File: config.mk
export PLATFORM = sky130hd
export DESIGN_NAME = baud_rate_generator
export DESIGN_NICKNAME = d
export VERILOG_FILES = /design/src/pkg/baud_pkg.sv /design/src/hdl/baud_axil_slave.sv /design/src/hdl/baud_timer.sv /design/src/hdl/baud_rate_generator.sv
export SDC_FILE = /design/constraint.sdc
export NUM_CORES = 1
export LEC_CHECK = 0
export BUFFER_PORTS_ARGS = -buffer_cell sky130_fd_sc_hd__clkbuf_2
export CAP_MARGIN = 10
export CORE_MARGIN = 3
export CORE_UTILIZATION = 55
export CTS_CLUSTER_SIZE = 24
export DETAILED_ROUTE_END_ITERATION = 6
export GPL_ROUTABILITY_DRIVEN = 0
export HOLD_SLACK_MARGIN = 0.08
export PLACE_DENSITY = 0.86
export SLEW_MARGIN = 10
export SYNTH_ARGS = -nofsm -noshare
export SYNTH_HDL_FRONTEND = slang
export SYNTH_HIERARCHICAL = 1
export SYNTH_SLANG_ARGS = --single-unit
File: constraint.sdc
create_clock -name clk -period 2.4 [get_ports clk]
set_input_delay 0.36 -clock clk [delete_from_list [all_inputs] [get_ports clk]]
set_output_delay 0.36 -clock clk [all_outputs]
set_load 0.05 [all_outputs]
File: src/pkg/baud_pkg.sv
// Purpose: shared constants and types of the baud rate timer
// Assumes: AXI4-Lite with 32-bit data, one register per aligned word
// Notes:   register offsets are byte addresses
package baud_pkg;

    localparam int ADDR_W = 5;
    localparam int DATA_W = 32;

    // register byte offsets
    localparam logic [ADDR_W-1:0] OFF_TX_CTRL  = 5'h00;
    localparam logic [ADDR_W-1:0] OFF_RX_CTRL  = 5'h04;
    localparam logic [ADDR_W-1:0] OFF_BAUD_CTL = 5'h08;
    localparam logic [ADDR_W-1:0] OFF_DIV_LO   = 5'h0C;
    localparam logic [ADDR_W-1:0] OFF_DIV_HI   = 5'h10;

    // field positions
    localparam int POS_SYNC      = 4;
    localparam int POS_HIGH_SPD  = 2;
    localparam int POS_WIDE      = 3;
    localparam int POS_RX_IDLE   = 6;
    localparam int POS_TX_EMPTY  = 1;
    localparam int POS_PORT_EN   = 7;

    // writable masks of the three control registers
    localparam logic [7:0] TX_CTRL_WMASK  = 8'hFD;
    localparam logic [7:0] RX_CTRL_WMASK  = 8'hF8;
    localparam logic [7:0] BAUD_CTL_WMASK = 8'h1B;

    // reset values
    localparam logic [7:0] TX_CTRL_RST  = 8'h00;
    localparam logic [7:0] RX_CTRL_RST  = 8'h00;
    localparam logic [7:0] BAUD_CTL_RST = 8'h00;
    localparam logic [7:0] DIV_RST      = 8'h00;

    // prescale ratios
    localparam logic [5:0] PRE_64 = 6'h3F;
    localparam logic [5:0] PRE_16 = 6'h0F;
    localparam logic [5:0] PRE_4  = 6'h03;

    localparam logic [1:0] RESP_OKAY   = 2'h0;
    localparam logic [1:0] RESP_SLVERR = 2'h2;

    typedef struct packed {
        logic       sync_mode;
        logic       high_speed_select;
        logic       wide_divisor_select;
        logic [15:0] divisor;
    } baud_cfg_s;

    typedef struct packed {
        logic            we;
        logic [ADDR_W-1:0] addr;
        logic [7:0]      data;
    } reg_wr_s;

endpackage

File: src/hdl/baud_axil_slave.sv
// Purpose: AXI4-Lite slave front end; turns bus traffic into register strobes
// Assumes: one write and one read under way at a time
// Notes:   unmapped addresses answer SLVERR, reads return zero
`timescale 1ns/1ps
module baud_axil_slave (
    // clock and reset
    input  wire logic                          clk,
    input  wire logic                          nrst,
    // write channels
    input  wire logic [baud_pkg::ADDR_W-1:0]   awaddr,
    input  wire logic                          awvalid,
    output logic                               awready,
    input  wire logic [baud_pkg::DATA_W-1:0]   wdata,
    input  wire logic [3:0]                    wstrb,
    input  wire logic                          wvalid,
    output logic                               wready,
    output logic [1:0]                         bresp,
    output logic                               bvalid,
    input  wire logic                          bready,
    // read channels
    input  wire logic [baud_pkg::ADDR_W-1:0]   araddr,
    input  wire logic                          arvalid,
    output logic                               arready,
    output logic [baud_pkg::DATA_W-1:0]        rdata,
    output logic [1:0]                         rresp,
    output logic                               rvalid,
    input  wire logic                          rready,
    // register side
    output baud_pkg::reg_wr_s                  reg_wr,
    output logic [baud_pkg::ADDR_W-1:0]        rd_addr,
    input  wire logic [7:0]                    rd_data,
    input  wire logic                          rd_hit
);
    import baud_pkg::*;

    logic              aw_held_reg;
    logic              w_held_reg;
    logic [ADDR_W-1:0] aw_addr_reg;
    logic [7:0]        w_data_reg;
    logic              w_lane0_reg;
    logic              wr_go;

    assign awready = !aw_held_reg && !bvalid;
    assign wready  = !w_held_reg && !bvalid;
    assign wr_go   = aw_held_reg && w_held_reg;

    always_ff @(posedge clk or negedge nrst) begin
        if (!nrst) begin
            aw_held_reg <= 1'b0;
            aw_addr_reg <= '0;
        end else if (awvalid && awready) begin
            aw_held_reg <= 1'b1;
            aw_addr_reg <= awaddr;
        end else if (wr_go) begin
            aw_held_reg <= 1'b0;
        end
    end

    always_ff @(posedge clk or negedge nrst) begin
        if (!nrst) begin
            w_held_reg  <= 1'b0;
            w_data_reg  <= '0;
            w_lane0_reg <= 1'b0;
        end else if (wvalid && wready) begin
            w_held_reg  <= 1'b1;
            w_data_reg  <= wdata[7:0];
            w_lane0_reg <= wstrb[0];
        end else if (wr_go) begin
            w_held_reg <= 1'b0;
        end
    end

    // write strobe lasts one cycle, only for lane 0 of a mapped word
    assign reg_wr.we   = wr_go && w_lane0_reg && rd_hit_w(aw_addr_reg);
    assign reg_wr.addr = aw_addr_reg;
    assign reg_wr.data = w_data_reg;

    function automatic logic rd_hit_w(input logic [ADDR_W-1:0] a);
        rd_hit_w = (a == OFF_TX_CTRL) || (a == OFF_RX_CTRL) || (a == OFF_BAUD_CTL)
                || (a == OFF_DIV_LO) || (a == OFF_DIV_HI);
    endfunction

    always_ff @(posedge clk or negedge nrst) begin
        if (!nrst) begin
            bvalid <= 1'b0;
            bresp  <= RESP_OKAY;
        end else if (wr_go) begin
            bvalid <= 1'b1;
            bresp  <= rd_hit_w(aw_addr_reg) ? RESP_OKAY : RESP_SLVERR;
        end else if (bready) begin
            bvalid <= 1'b0;
        end
    end

    assign arready = !rvalid;
    assign rd_addr = araddr;

    always_ff @(posedge clk or negedge nrst) begin
        if (!nrst) begin
            rvalid <= 1'b0;
            rdata  <= '0;
            rresp  <= RESP_OKAY;
        end else if (arvalid && arready) begin
            rvalid <= 1'b1;
            rdata  <= {24'h000000, rd_hit ? rd_data : 8'h00};
            rresp  <= rd_hit ? RESP_OKAY : RESP_SLVERR;
        end else if (rready) begin
            rvalid <= 1'b0;
        end
    end

endmodule

File: src/hdl/baud_timer.sv
// Purpose: prescaler and reload counter producing the baud tick
// Assumes: configuration is stable between writes
// Notes:   restart clears prescaler and reloads counter at once
`timescale 1ns/1ps
module baud_timer (
    // clock and reset
    input  wire logic                 clk,
    input  wire logic                 nrst,
    // control
    input  wire baud_pkg::baud_cfg_s  cfg,
    input  wire logic                 restart,
    input  wire logic                 run,
    // status
    output logic                      baud_tick,
    output logic [15:0]               count
);
    import baud_pkg::*;

    logic [5:0]  pre_reg;
    logic [5:0]  pre_last;
    logic [15:0] cnt_reg;
    logic [15:0] reload;
    logic        pre_done;

    // multiplier choice; high speed is ignored in synchronous mode
    always_comb begin
        if (cfg.sync_mode)
            pre_last = PRE_4;
        else if (cfg.wide_divisor_select && cfg.high_speed_select)
            pre_last = PRE_4;
        else if (cfg.wide_divisor_select || cfg.high_speed_select)
            pre_last = PRE_16;
        else
            pre_last = PRE_64;
    end

    // 8-bit width uses only the low byte
    assign reload   = cfg.wide_divisor_select ? cfg.divisor : {8'h00, cfg.divisor[7:0]};
    assign pre_done = (pre_reg == pre_last);
    assign count    = cnt_reg;

    always_ff @(posedge clk or negedge nrst) begin
        if (!nrst)
            pre_reg <= '0;
        else if (restart || !run || pre_done)
            pre_reg <= '0;
        else
            pre_reg <= pre_reg + 6'h01;
    end

    // down count from reload: reload+1 prescaled periods per tick
    always_ff @(posedge clk or negedge nrst) begin
        if (!nrst)
            cnt_reg <= '0;
        else if (restart || !run)
            cnt_reg <= reload;
        else if (pre_done)
            cnt_reg <= (cnt_reg == 16'h0000) ? reload : cnt_reg - 16'h0001;
    end

    always_ff @(posedge clk or negedge nrst) begin
        if (!nrst)
            baud_tick <= 1'b0;
        else
            baud_tick <= run && !restart && pre_done && (cnt_reg == 16'h0000);
    end

endmodule

File: src/hdl/baud_rate_generator.sv
// Purpose: baud rate timer of the serial port with its register file
// Assumes: 100 MHz clk stands for the oscillator clock
// Notes:   receiver state arrives on pins and is synchronised
//
// Operation
// - one dedicated timer, 8 or 16 bits, for async and sync use
// - 8-bit after reset; 16-bit only while width select set
// - timer runs only while port enable is set; period set by the reload pair
// - async multiplier chosen by high-speed and width select together
// - synchronous mode ignores the high-speed select
// - writing either reload byte restarts the timer on the next cycle
// - async, 8-bit, low speed: rate is clock / (64 (n+1))
// - async, 8-bit, high speed: rate is clock / (16 (n+1))
// - async, 16-bit, low speed: rate is clock / (16 (n+1))
// - synchronous: rate is clock / (4 (n+1))
// - low reload byte is bits 7..0, high byte bits 15..8
// - width select is bit 3 of baud control
// - high-speed select is bit 2 of transmit control
// - mode select is bit 4 of transmit control, one is sync
// - receiver idle flag is one while receiver idle
`timescale 1ns/1ps
module baud_rate_generator (
    // clock and reset
    input  wire logic                          clk,
    input  wire logic                          nrst,
    // AXI4-Lite write address
    input  wire logic [baud_pkg::ADDR_W-1:0]   awaddr,
    input  wire logic                          awvalid,
    output logic                               awready,
    // AXI4-Lite write data
    input  wire logic [baud_pkg::DATA_W-1:0]   wdata,
    input  wire logic [3:0]                    wstrb,
    input  wire logic                          wvalid,
    output logic                               wready,
    // AXI4-Lite write response
    output logic [1:0]                         bresp,
    output logic                               bvalid,
    input  wire logic                          bready,
    // AXI4-Lite read address
    input  wire logic [baud_pkg::ADDR_W-1:0]   araddr,
    input  wire logic                          arvalid,
    output logic                               arready,
    // AXI4-Lite read data
    output logic [baud_pkg::DATA_W-1:0]        rdata,
    output logic [1:0]                         rresp,
    output logic                               rvalid,
    input  wire logic                          rready,
    // receiver and transmitter state
    input  wire logic                          rx_busy,
    input  wire logic                          tx_shift_empty,
    // baud output
    output logic                               baud_tick,
    output logic                               sync_mode,
    output logic                               port_enable
);
    import baud_pkg::*;

    ////////////////////////////////////////////////////////////////////////////////
    // registers

    logic [7:0]        tx_ctrl_reg;
    logic [7:0]        rx_ctrl_reg;
    logic [7:0]        baud_ctl_reg;
    logic [7:0]        div_lo_reg;
    logic [7:0]        div_hi_reg;
    reg_wr_s           reg_wr;
    logic [ADDR_W-1:0] rd_addr;
    logic [7:0]        rd_data;
    logic              rd_hit;
    logic              restart_reg;
    logic [1:0]        busy_sync_reg;
    logic [1:0]        empty_sync_reg;
    baud_cfg_s         cfg;

    baud_axil_slave u_bus (
        .clk     (clk),
        .nrst    (nrst),
        .awaddr  (awaddr),
        .awvalid (awvalid),
        .awready (awready),
        .wdata   (wdata),
        .wstrb   (wstrb),
        .wvalid  (wvalid),
        .wready  (wready),
        .bresp   (bresp),
        .bvalid  (bvalid),
        .bready  (bready),
        .araddr  (araddr),
        .arvalid (arvalid),
        .arready (arready),
        .rdata   (rdata),
        .rresp   (rresp),
        .rvalid  (rvalid),
        .rready  (rready),
        .reg_wr  (reg_wr),
        .rd_addr (rd_addr),
        .rd_data (rd_data),
        .rd_hit  (rd_hit)
    );

    always_ff @(posedge clk or negedge nrst) begin
        if (!nrst)
            tx_ctrl_reg <= TX_CTRL_RST;
        else if (reg_wr.we && reg_wr.addr == OFF_TX_CTRL)
            tx_ctrl_reg <= reg_wr.data & TX_CTRL_WMASK;
    end

    always_ff @(posedge clk or negedge nrst) begin
        if (!nrst)
            rx_ctrl_reg <= RX_CTRL_RST;
        else if (reg_wr.we && reg_wr.addr == OFF_RX_CTRL)
            rx_ctrl_reg <= reg_wr.data & RX_CTRL_WMASK;
    end

    always_ff @(posedge clk or negedge nrst) begin
        if (!nrst)
            baud_ctl_reg <= BAUD_CTL_RST;
        else if (reg_wr.we && reg_wr.addr == OFF_BAUD_CTL)
            baud_ctl_reg <= reg_wr.data & BAUD_CTL_WMASK;
    end

    always_ff @(posedge clk or negedge nrst) begin
        if (!nrst) begin
            div_lo_reg <= DIV_RST;
            div_hi_reg <= DIV_RST;
        end else if (reg_wr.we && reg_wr.addr == OFF_DIV_LO) begin
            div_lo_reg <= reg_wr.data;
        end else if (reg_wr.we && reg_wr.addr == OFF_DIV_HI) begin
            div_hi_reg <= reg_wr.data;
        end
    end

    // a write to either reload byte restarts the timer on the next cycle
    always_ff @(posedge clk or negedge nrst) begin
        if (!nrst)
            restart_reg <= 1'b0;
        else
            restart_reg <= reg_wr.we && (reg_wr.addr == OFF_DIV_LO || reg_wr.addr == OFF_DIV_HI);
    end

    ////////////////////////////////////////////////////////////////////////////////
    // pin synchronisers

    always_ff @(posedge clk or negedge nrst) begin
        if (!nrst) begin
            busy_sync_reg  <= 2'b00;
            empty_sync_reg <= 2'b11;
        end else begin
            busy_sync_reg  <= {busy_sync_reg[0], rx_busy};
            empty_sync_reg <= {empty_sync_reg[0], tx_shift_empty};
        end
    end

    ////////////////////////////////////////////////////////////////////////////////
    // read mux

    always_comb begin
        rd_hit  = 1'b1;
        rd_data = 8'h00;
        unique case (rd_addr)
            OFF_TX_CTRL: begin
                rd_data               = tx_ctrl_reg;
                rd_data[POS_TX_EMPTY] = empty_sync_reg[1];
            end
            OFF_RX_CTRL:  rd_data = rx_ctrl_reg;
            OFF_BAUD_CTL: begin
                rd_data              = baud_ctl_reg;
                rd_data[POS_RX_IDLE] = !busy_sync_reg[1];
            end
            OFF_DIV_LO:   rd_data = div_lo_reg;
            OFF_DIV_HI:   rd_data = div_hi_reg;
            default:      rd_hit  = 1'b0;
        endcase
    end

    ////////////////////////////////////////////////////////////////////////////////
    // timer

    assign cfg.sync_mode           = tx_ctrl_reg[POS_SYNC];
    assign cfg.high_speed_select   = tx_ctrl_reg[POS_HIGH_SPD];
    assign cfg.wide_divisor_select = baud_ctl_reg[POS_WIDE];
    assign cfg.divisor             = {div_hi_reg, div_lo_reg};
    assign sync_mode               = tx_ctrl_reg[POS_SYNC];
    assign port_enable             = rx_ctrl_reg[POS_PORT_EN];

    // the timer is held in reset with the serial port
    baud_timer u_timer (
        .clk       (clk),
        .nrst      (nrst),
        .cfg       (cfg),
        .restart   (restart_reg),
        .run       (rx_ctrl_reg[POS_PORT_EN]),
        .baud_tick (baud_tick),
        .count     ()
    );

endmodule

======== Yosys cells after proc, flatten, opt, wreduce, memory -nomap -nowiden ========
Cells that the tools add are included.
cells by class
  $add $sub $neg .......................... 2
  equal/unequal tests ..................... 9
  muxes and demuxes ....................... 20
  bitwise operators ....................... 1
  reduce and logical (&&, ||, !) cells .... 43
operators with widths
  cell                                                  count
  2-to-1 mux 16 bit                                     4
  one-hot mux 8 bit (5 select lines)                    1
  2-to-1 mux 6 bit                                      4
  equality test 5 x 4 -> 1 bit (second input constant)  4
  logical AND 1 bit                                     18
  logical NOT 16 bit                                    1
  subtractor 16 x 1 -> 16 bit (second input constant)   1
  equality test 5 x 3 -> 1 bit (second input constant)  2
  equality test 5 bit (second input constant)           2
  logical NOT 5 bit                                     2
  nonzero test 2 bit                                    5
  logical OR 1 bit                                      8
  2-to-1 mux 1 bit                                      8
  2-to-1 mux 8 bit                                      1
  logical NOT 1 bit                                     7
  adder 6 x 1 -> 6 bit (second input constant)          1
  equality test 6 bit                                   1
  OR reduction 5 bit                                    1
  2-to-1 mux 2 bit                                      2
  AND reduction 2 bit                                   1
  inverter 1 bit                                        1
storage, ports and cells
  flip-flop bits (word level) ............. 90
  output and inout bits ................... 44
  word-level logic and storage cells ...... 96

======== Depth between registers and ports, before layout ========
  depth in word-level cells ............... 9
  gate-level depth with buffers ........... 9
  depth with buffers taken out ............ 7

======== By module ========
Netlist, hierarchy kept.
by module, submodules not included
  module               times used  cells an instance  area each (um^2)  seq. area each (um^2)
  baud_rate_generator  1           130                1740.4            928.4
  baud_timer           1           162                1466.4            575.6
  baud_axil_slave      1           122                1407.6            700.7

======== Least setup slack after synthesis ========
No wires, ideal clock.
  path type ............................... register -> register
  start point ............................. register tx_ctrl_reg[4]
  end point ............................... register u_timer.cnt_reg[13], in the netlist u_timer/count[13]
  setup time .............................. 147 ps
  arrival time ............................ 1903 ps
  path slack .............................. 349 ps
  cell stages (with the launch flop) ...... 6
  path buffers ............................ 0
  period minus slack after synthesis ...... 2051 ps
  cell sequence ........................... dfrtp_1 nor3_1 mux2i_1 nand3_1 o21ai_0 a221oi_1
on the way
  cells in the longest elaborated chain, start to end .. 3
RTL lines
  element                              RTL line                    RTL
  start, declared                      baud_rate_generator.sv:61   logic [7:0] tx_ctrl_reg;
  start signal, assigned               baud_rate_generator.sv:105  tx_ctrl_reg <= reg_wr.data & TX_CTRL_WMASK;
  2-to-1 mux 6 bit                     baud_timer.sv:27            if (cfg.sync_mode)
  equality test 6 bit                  baud_timer.sv:39            assign pre_done = (pre_reg == pre_last);
  nonzero test 2 bit (no source line)  --
  end signal, assigned                 baud_timer.sv:56            cnt_reg <= reload;
  end signal, assigned                 baud_timer.sv:58            cnt_reg <= (cnt_reg == 16'h0000) ? reload : cnt_reg - 16'h0001;
  end, declared                        baud_timer.sv:21            logic [15:0] cnt_reg;
No other way between the ends.
A chain may end at the register's enable or synchronous reset.

==> impl_metrics.toml <==
[outcome]
status = "finished clean"

[finish]
fillers = 600
drive_above_1_share_pct = 30.9
final_cell_mix = "86 x dfrtp_1, 47 x mux2_2, 44 x clkbuf_2"
antennaDiodeCount = 0
layout.cells.non_filler = 575
largest_reg_flops = 16
final_area_um2 = 5090
layout_commonest_cell = "dfrtp_1"
areaGrowthSynthToFinish_pct = 10.4
layout.nets = 526

[clock_tree]
post_cts_buffers = 0
clkSinkCount = 88
cts_buffers = 9
cts_tree = "built"
cts.htree.levels = 3
clk_pin_slew_worst_paths_ns = 0.09
root_buffer = "clkbuf_8"
clock_path_buffers = 2
clkLatencyLatePin_ns = 0.38

[floorplan]
io_pins = 99
die_area_um2 = 9520
die_h_um = 97.6
dieWidth_um = 97.6
fp-row-count = 32
floorplan.initialDensity_pct = 58.2
core_um2 = 7930

[synthesis]
seq_area_frac_synth_pct = 47.8
synth_edf_count = 0
ys_warn_count = 6
ys_ff_latch = 88
syn_area_um2 = 4610
yosysUniqueCellTypes = 63
synth_ff_type = "dfrtp_1"
syn_avg_cell_area_um2 = 11.1
async_flop_share_pct = 100
synthCells = 414

[grt]
first_global_vias = 3251
antenna_found_initial = 0
grt_pass1_wl_um = 16100
grt_max_degree = 46
gr-total-overflow = 0
gr-usage-all-layers_pct = 21.0

[routing]
drc = 0
num_vias = 3317
drtAntennaViolNets = 0
dr.pass1.iters = 5
via_per_inst = 5.77
routedWlPerCell_um = 16.7
drtIter0Drc = 258
routed_wl_um = 9630

[timing]
setup_violations = 0
finalCritPeriodShare_pct = 94.4
hold_viol_final = 0
rsz0062_at_grt = "false"
fin_tns_setup_ns = 0
skew_ns = 0.0162
fmax_mhz = 441
min_period_ns = 2.27
worstMarginPinSlew_ns = 0.578
report.final.slew_viol_count = 0
relSlewSlack_pct = 61.5

[worst_setup_path]
cp.required_ns = 2.65
r2r_end = "div_lo_reg[2]"
rrSetupSlack_ns = 0.13
cp-end-kind = "flip-flop"
cp-start-kind = "flip-flop"
cp.arrival_ns = 2.52
crit_path_max_fanout = 9
ff2ff_path_depth = 6
rr_startpoint = "u_bus/aw_addr_reg[2]"
critical_path_class = "reg -> reg"

[place]
dp_cells = 556
hpwl_um = 7110
portBuffers = 45
place_area_um2 = 4880

[power]
leakagePower_uw = 0.00250
cellPowerDensity_nw_per_um2 = 960
peakVddDrop_mv = 0.686

[worst_hold_path]
worstHoldEndpoint = "u_bus/rvalid"
whs_path_depth = 2
hold_class = "in -> reg"
hp-start = "rready"

[job]
maxCapViolCount = 0
==> metal layers <==
| metal | GRT usage [%] | vias up | share of wire [%] | wire length (um) |
|---|---|---|---|---|
| met3 | 4.24 | 24 | 6.2 | 594 |
| met5 | 0 | - | 0 | 0 |
| met2 | 33.9 | 134 | 49 | 4680 |
| met1 | 28.0 | 1612 | 43 | 4130 |
| li1 | - | 1547 | - | - |
| met4 | 7.99 | 0 | 2.3 | 223 |
==> kinds of logic (layout without fill, tap and decap cells) <==
kind of cell	Yosys count	count (layout)	synth area share, %
AND/OR/NAND/NOR	123	123	15.9
AO/OA/AOI/OAI	61	61	9.65
XOR/XNOR	4	4	0.759
other	1	26	0.0813
flip-flops	88	88	47.8
buffers and inverters	65	99	8.81
adder cells (fa/ha/maj)	3	3	0.814
multiplexers	69	69	16.2
==> critical path: stages (launching register included) <==
cell and delay (ns):
dfrtp_1 0.44, o21a_1 0.23, nor4_1 0.43, nor4b_4 0.31, and3_1 0.20, buf_4 0.19, mux2_2 0.35
==> how the worst max path moves through the flow <==
stage | slack (ns) | endpoint | cells after the start | startpoint
after global placement | 0.30 | div_lo_reg[7] | 6 | u_bus/aw_addr_reg[2]
after global routing | 0.05 | u_timer/count[4] | 9 | u_timer/count[0]
after floorplan | 0.35 | u_timer/count[13] | 5 | tx_ctrl_reg[4]
after detailed placement | 0.16 | div_lo_reg[6] | 6 | u_bus/aw_addr_reg[2]
final | 0.13 | div_lo_reg[2] | 6 | u_bus/aw_addr_reg[2]
after CTS | 0.14 | div_lo_reg[4] | 6 | u_bus/aw_addr_reg[2]
==> cell type report <==
| class | instances | area (um2) | area share [%] |
|---|---|---|---|
| timing repair buffer | 65 | 410 | 8.06 |
| multi-input combinational | 286 | 2100 | 41.2 |
| clock inverter | 7 | 62.6 | 1.23 |
| inverter | 18 | 67.6 | 1.33 |
| clock buffer | 9 | 124 | 2.43 |
| sequential | 88 | 2200 | 43.3 |
| tap | 102 | 128 | 2.51 |
==> power breakdown <==
group          internal (uW)  total [uW]  switching, uW  leakage, uW
Sequential              1760        2120            360      0.00117
Combinational            738        1790           1050      0.00124
Clock                    399         983            584    0.0000916
==> metrics by stage <==
| step | utilization (%) | setup slack [ns] | total power, uW | hold slack [ns] |
|---|---|---|---|---|
| detailed placement | 61.5 | 0.162 | 3910 | 0.348 |
| finish | 64.3 | 0.134 | 4890 | 0.152 |
| CTS | 64.3 | 0.143 | 4890 | 0.144 |
| floorplan | - | 0.349 | 3400 | 0.0644 |
| global route | 64.3 | 0.0465 | 5160 | 0.150 |
| global placement | 61.5 | 0.299 | 3810 | 0.335 |
==> synth_stat cells (all sizes together), types with 7 or more instances <==
| master | instances | share of area, % |
|---|---|---|
| nor4 | 7 | 1.3 |
| o21ai | 10 | 1.1 |
| mux2i | 22 | 4.8 |
| buf | 42 | 6.9 |
| nand3b | 11 | 1.8 |
| dfrtp | 86 | 47 |
| inv | 18 | 1.5 |
| nand2 | 31 | 2.6 |
| a21oi | 11 | 1.2 |
| nor2 | 22 | 2.0 |
| nor3 | 12 | 1.4 |
| nand3 | 8 | 0.87 |
| mux2 | 47 | 11 |
==> timing repair <==
item                                   4_1_cts  5_1_grt
hold buffers                                 3        0
gates resized for setup                      0        0
endpoints found under the hold margin       43        0
Power figures use the tool's default switching activity.
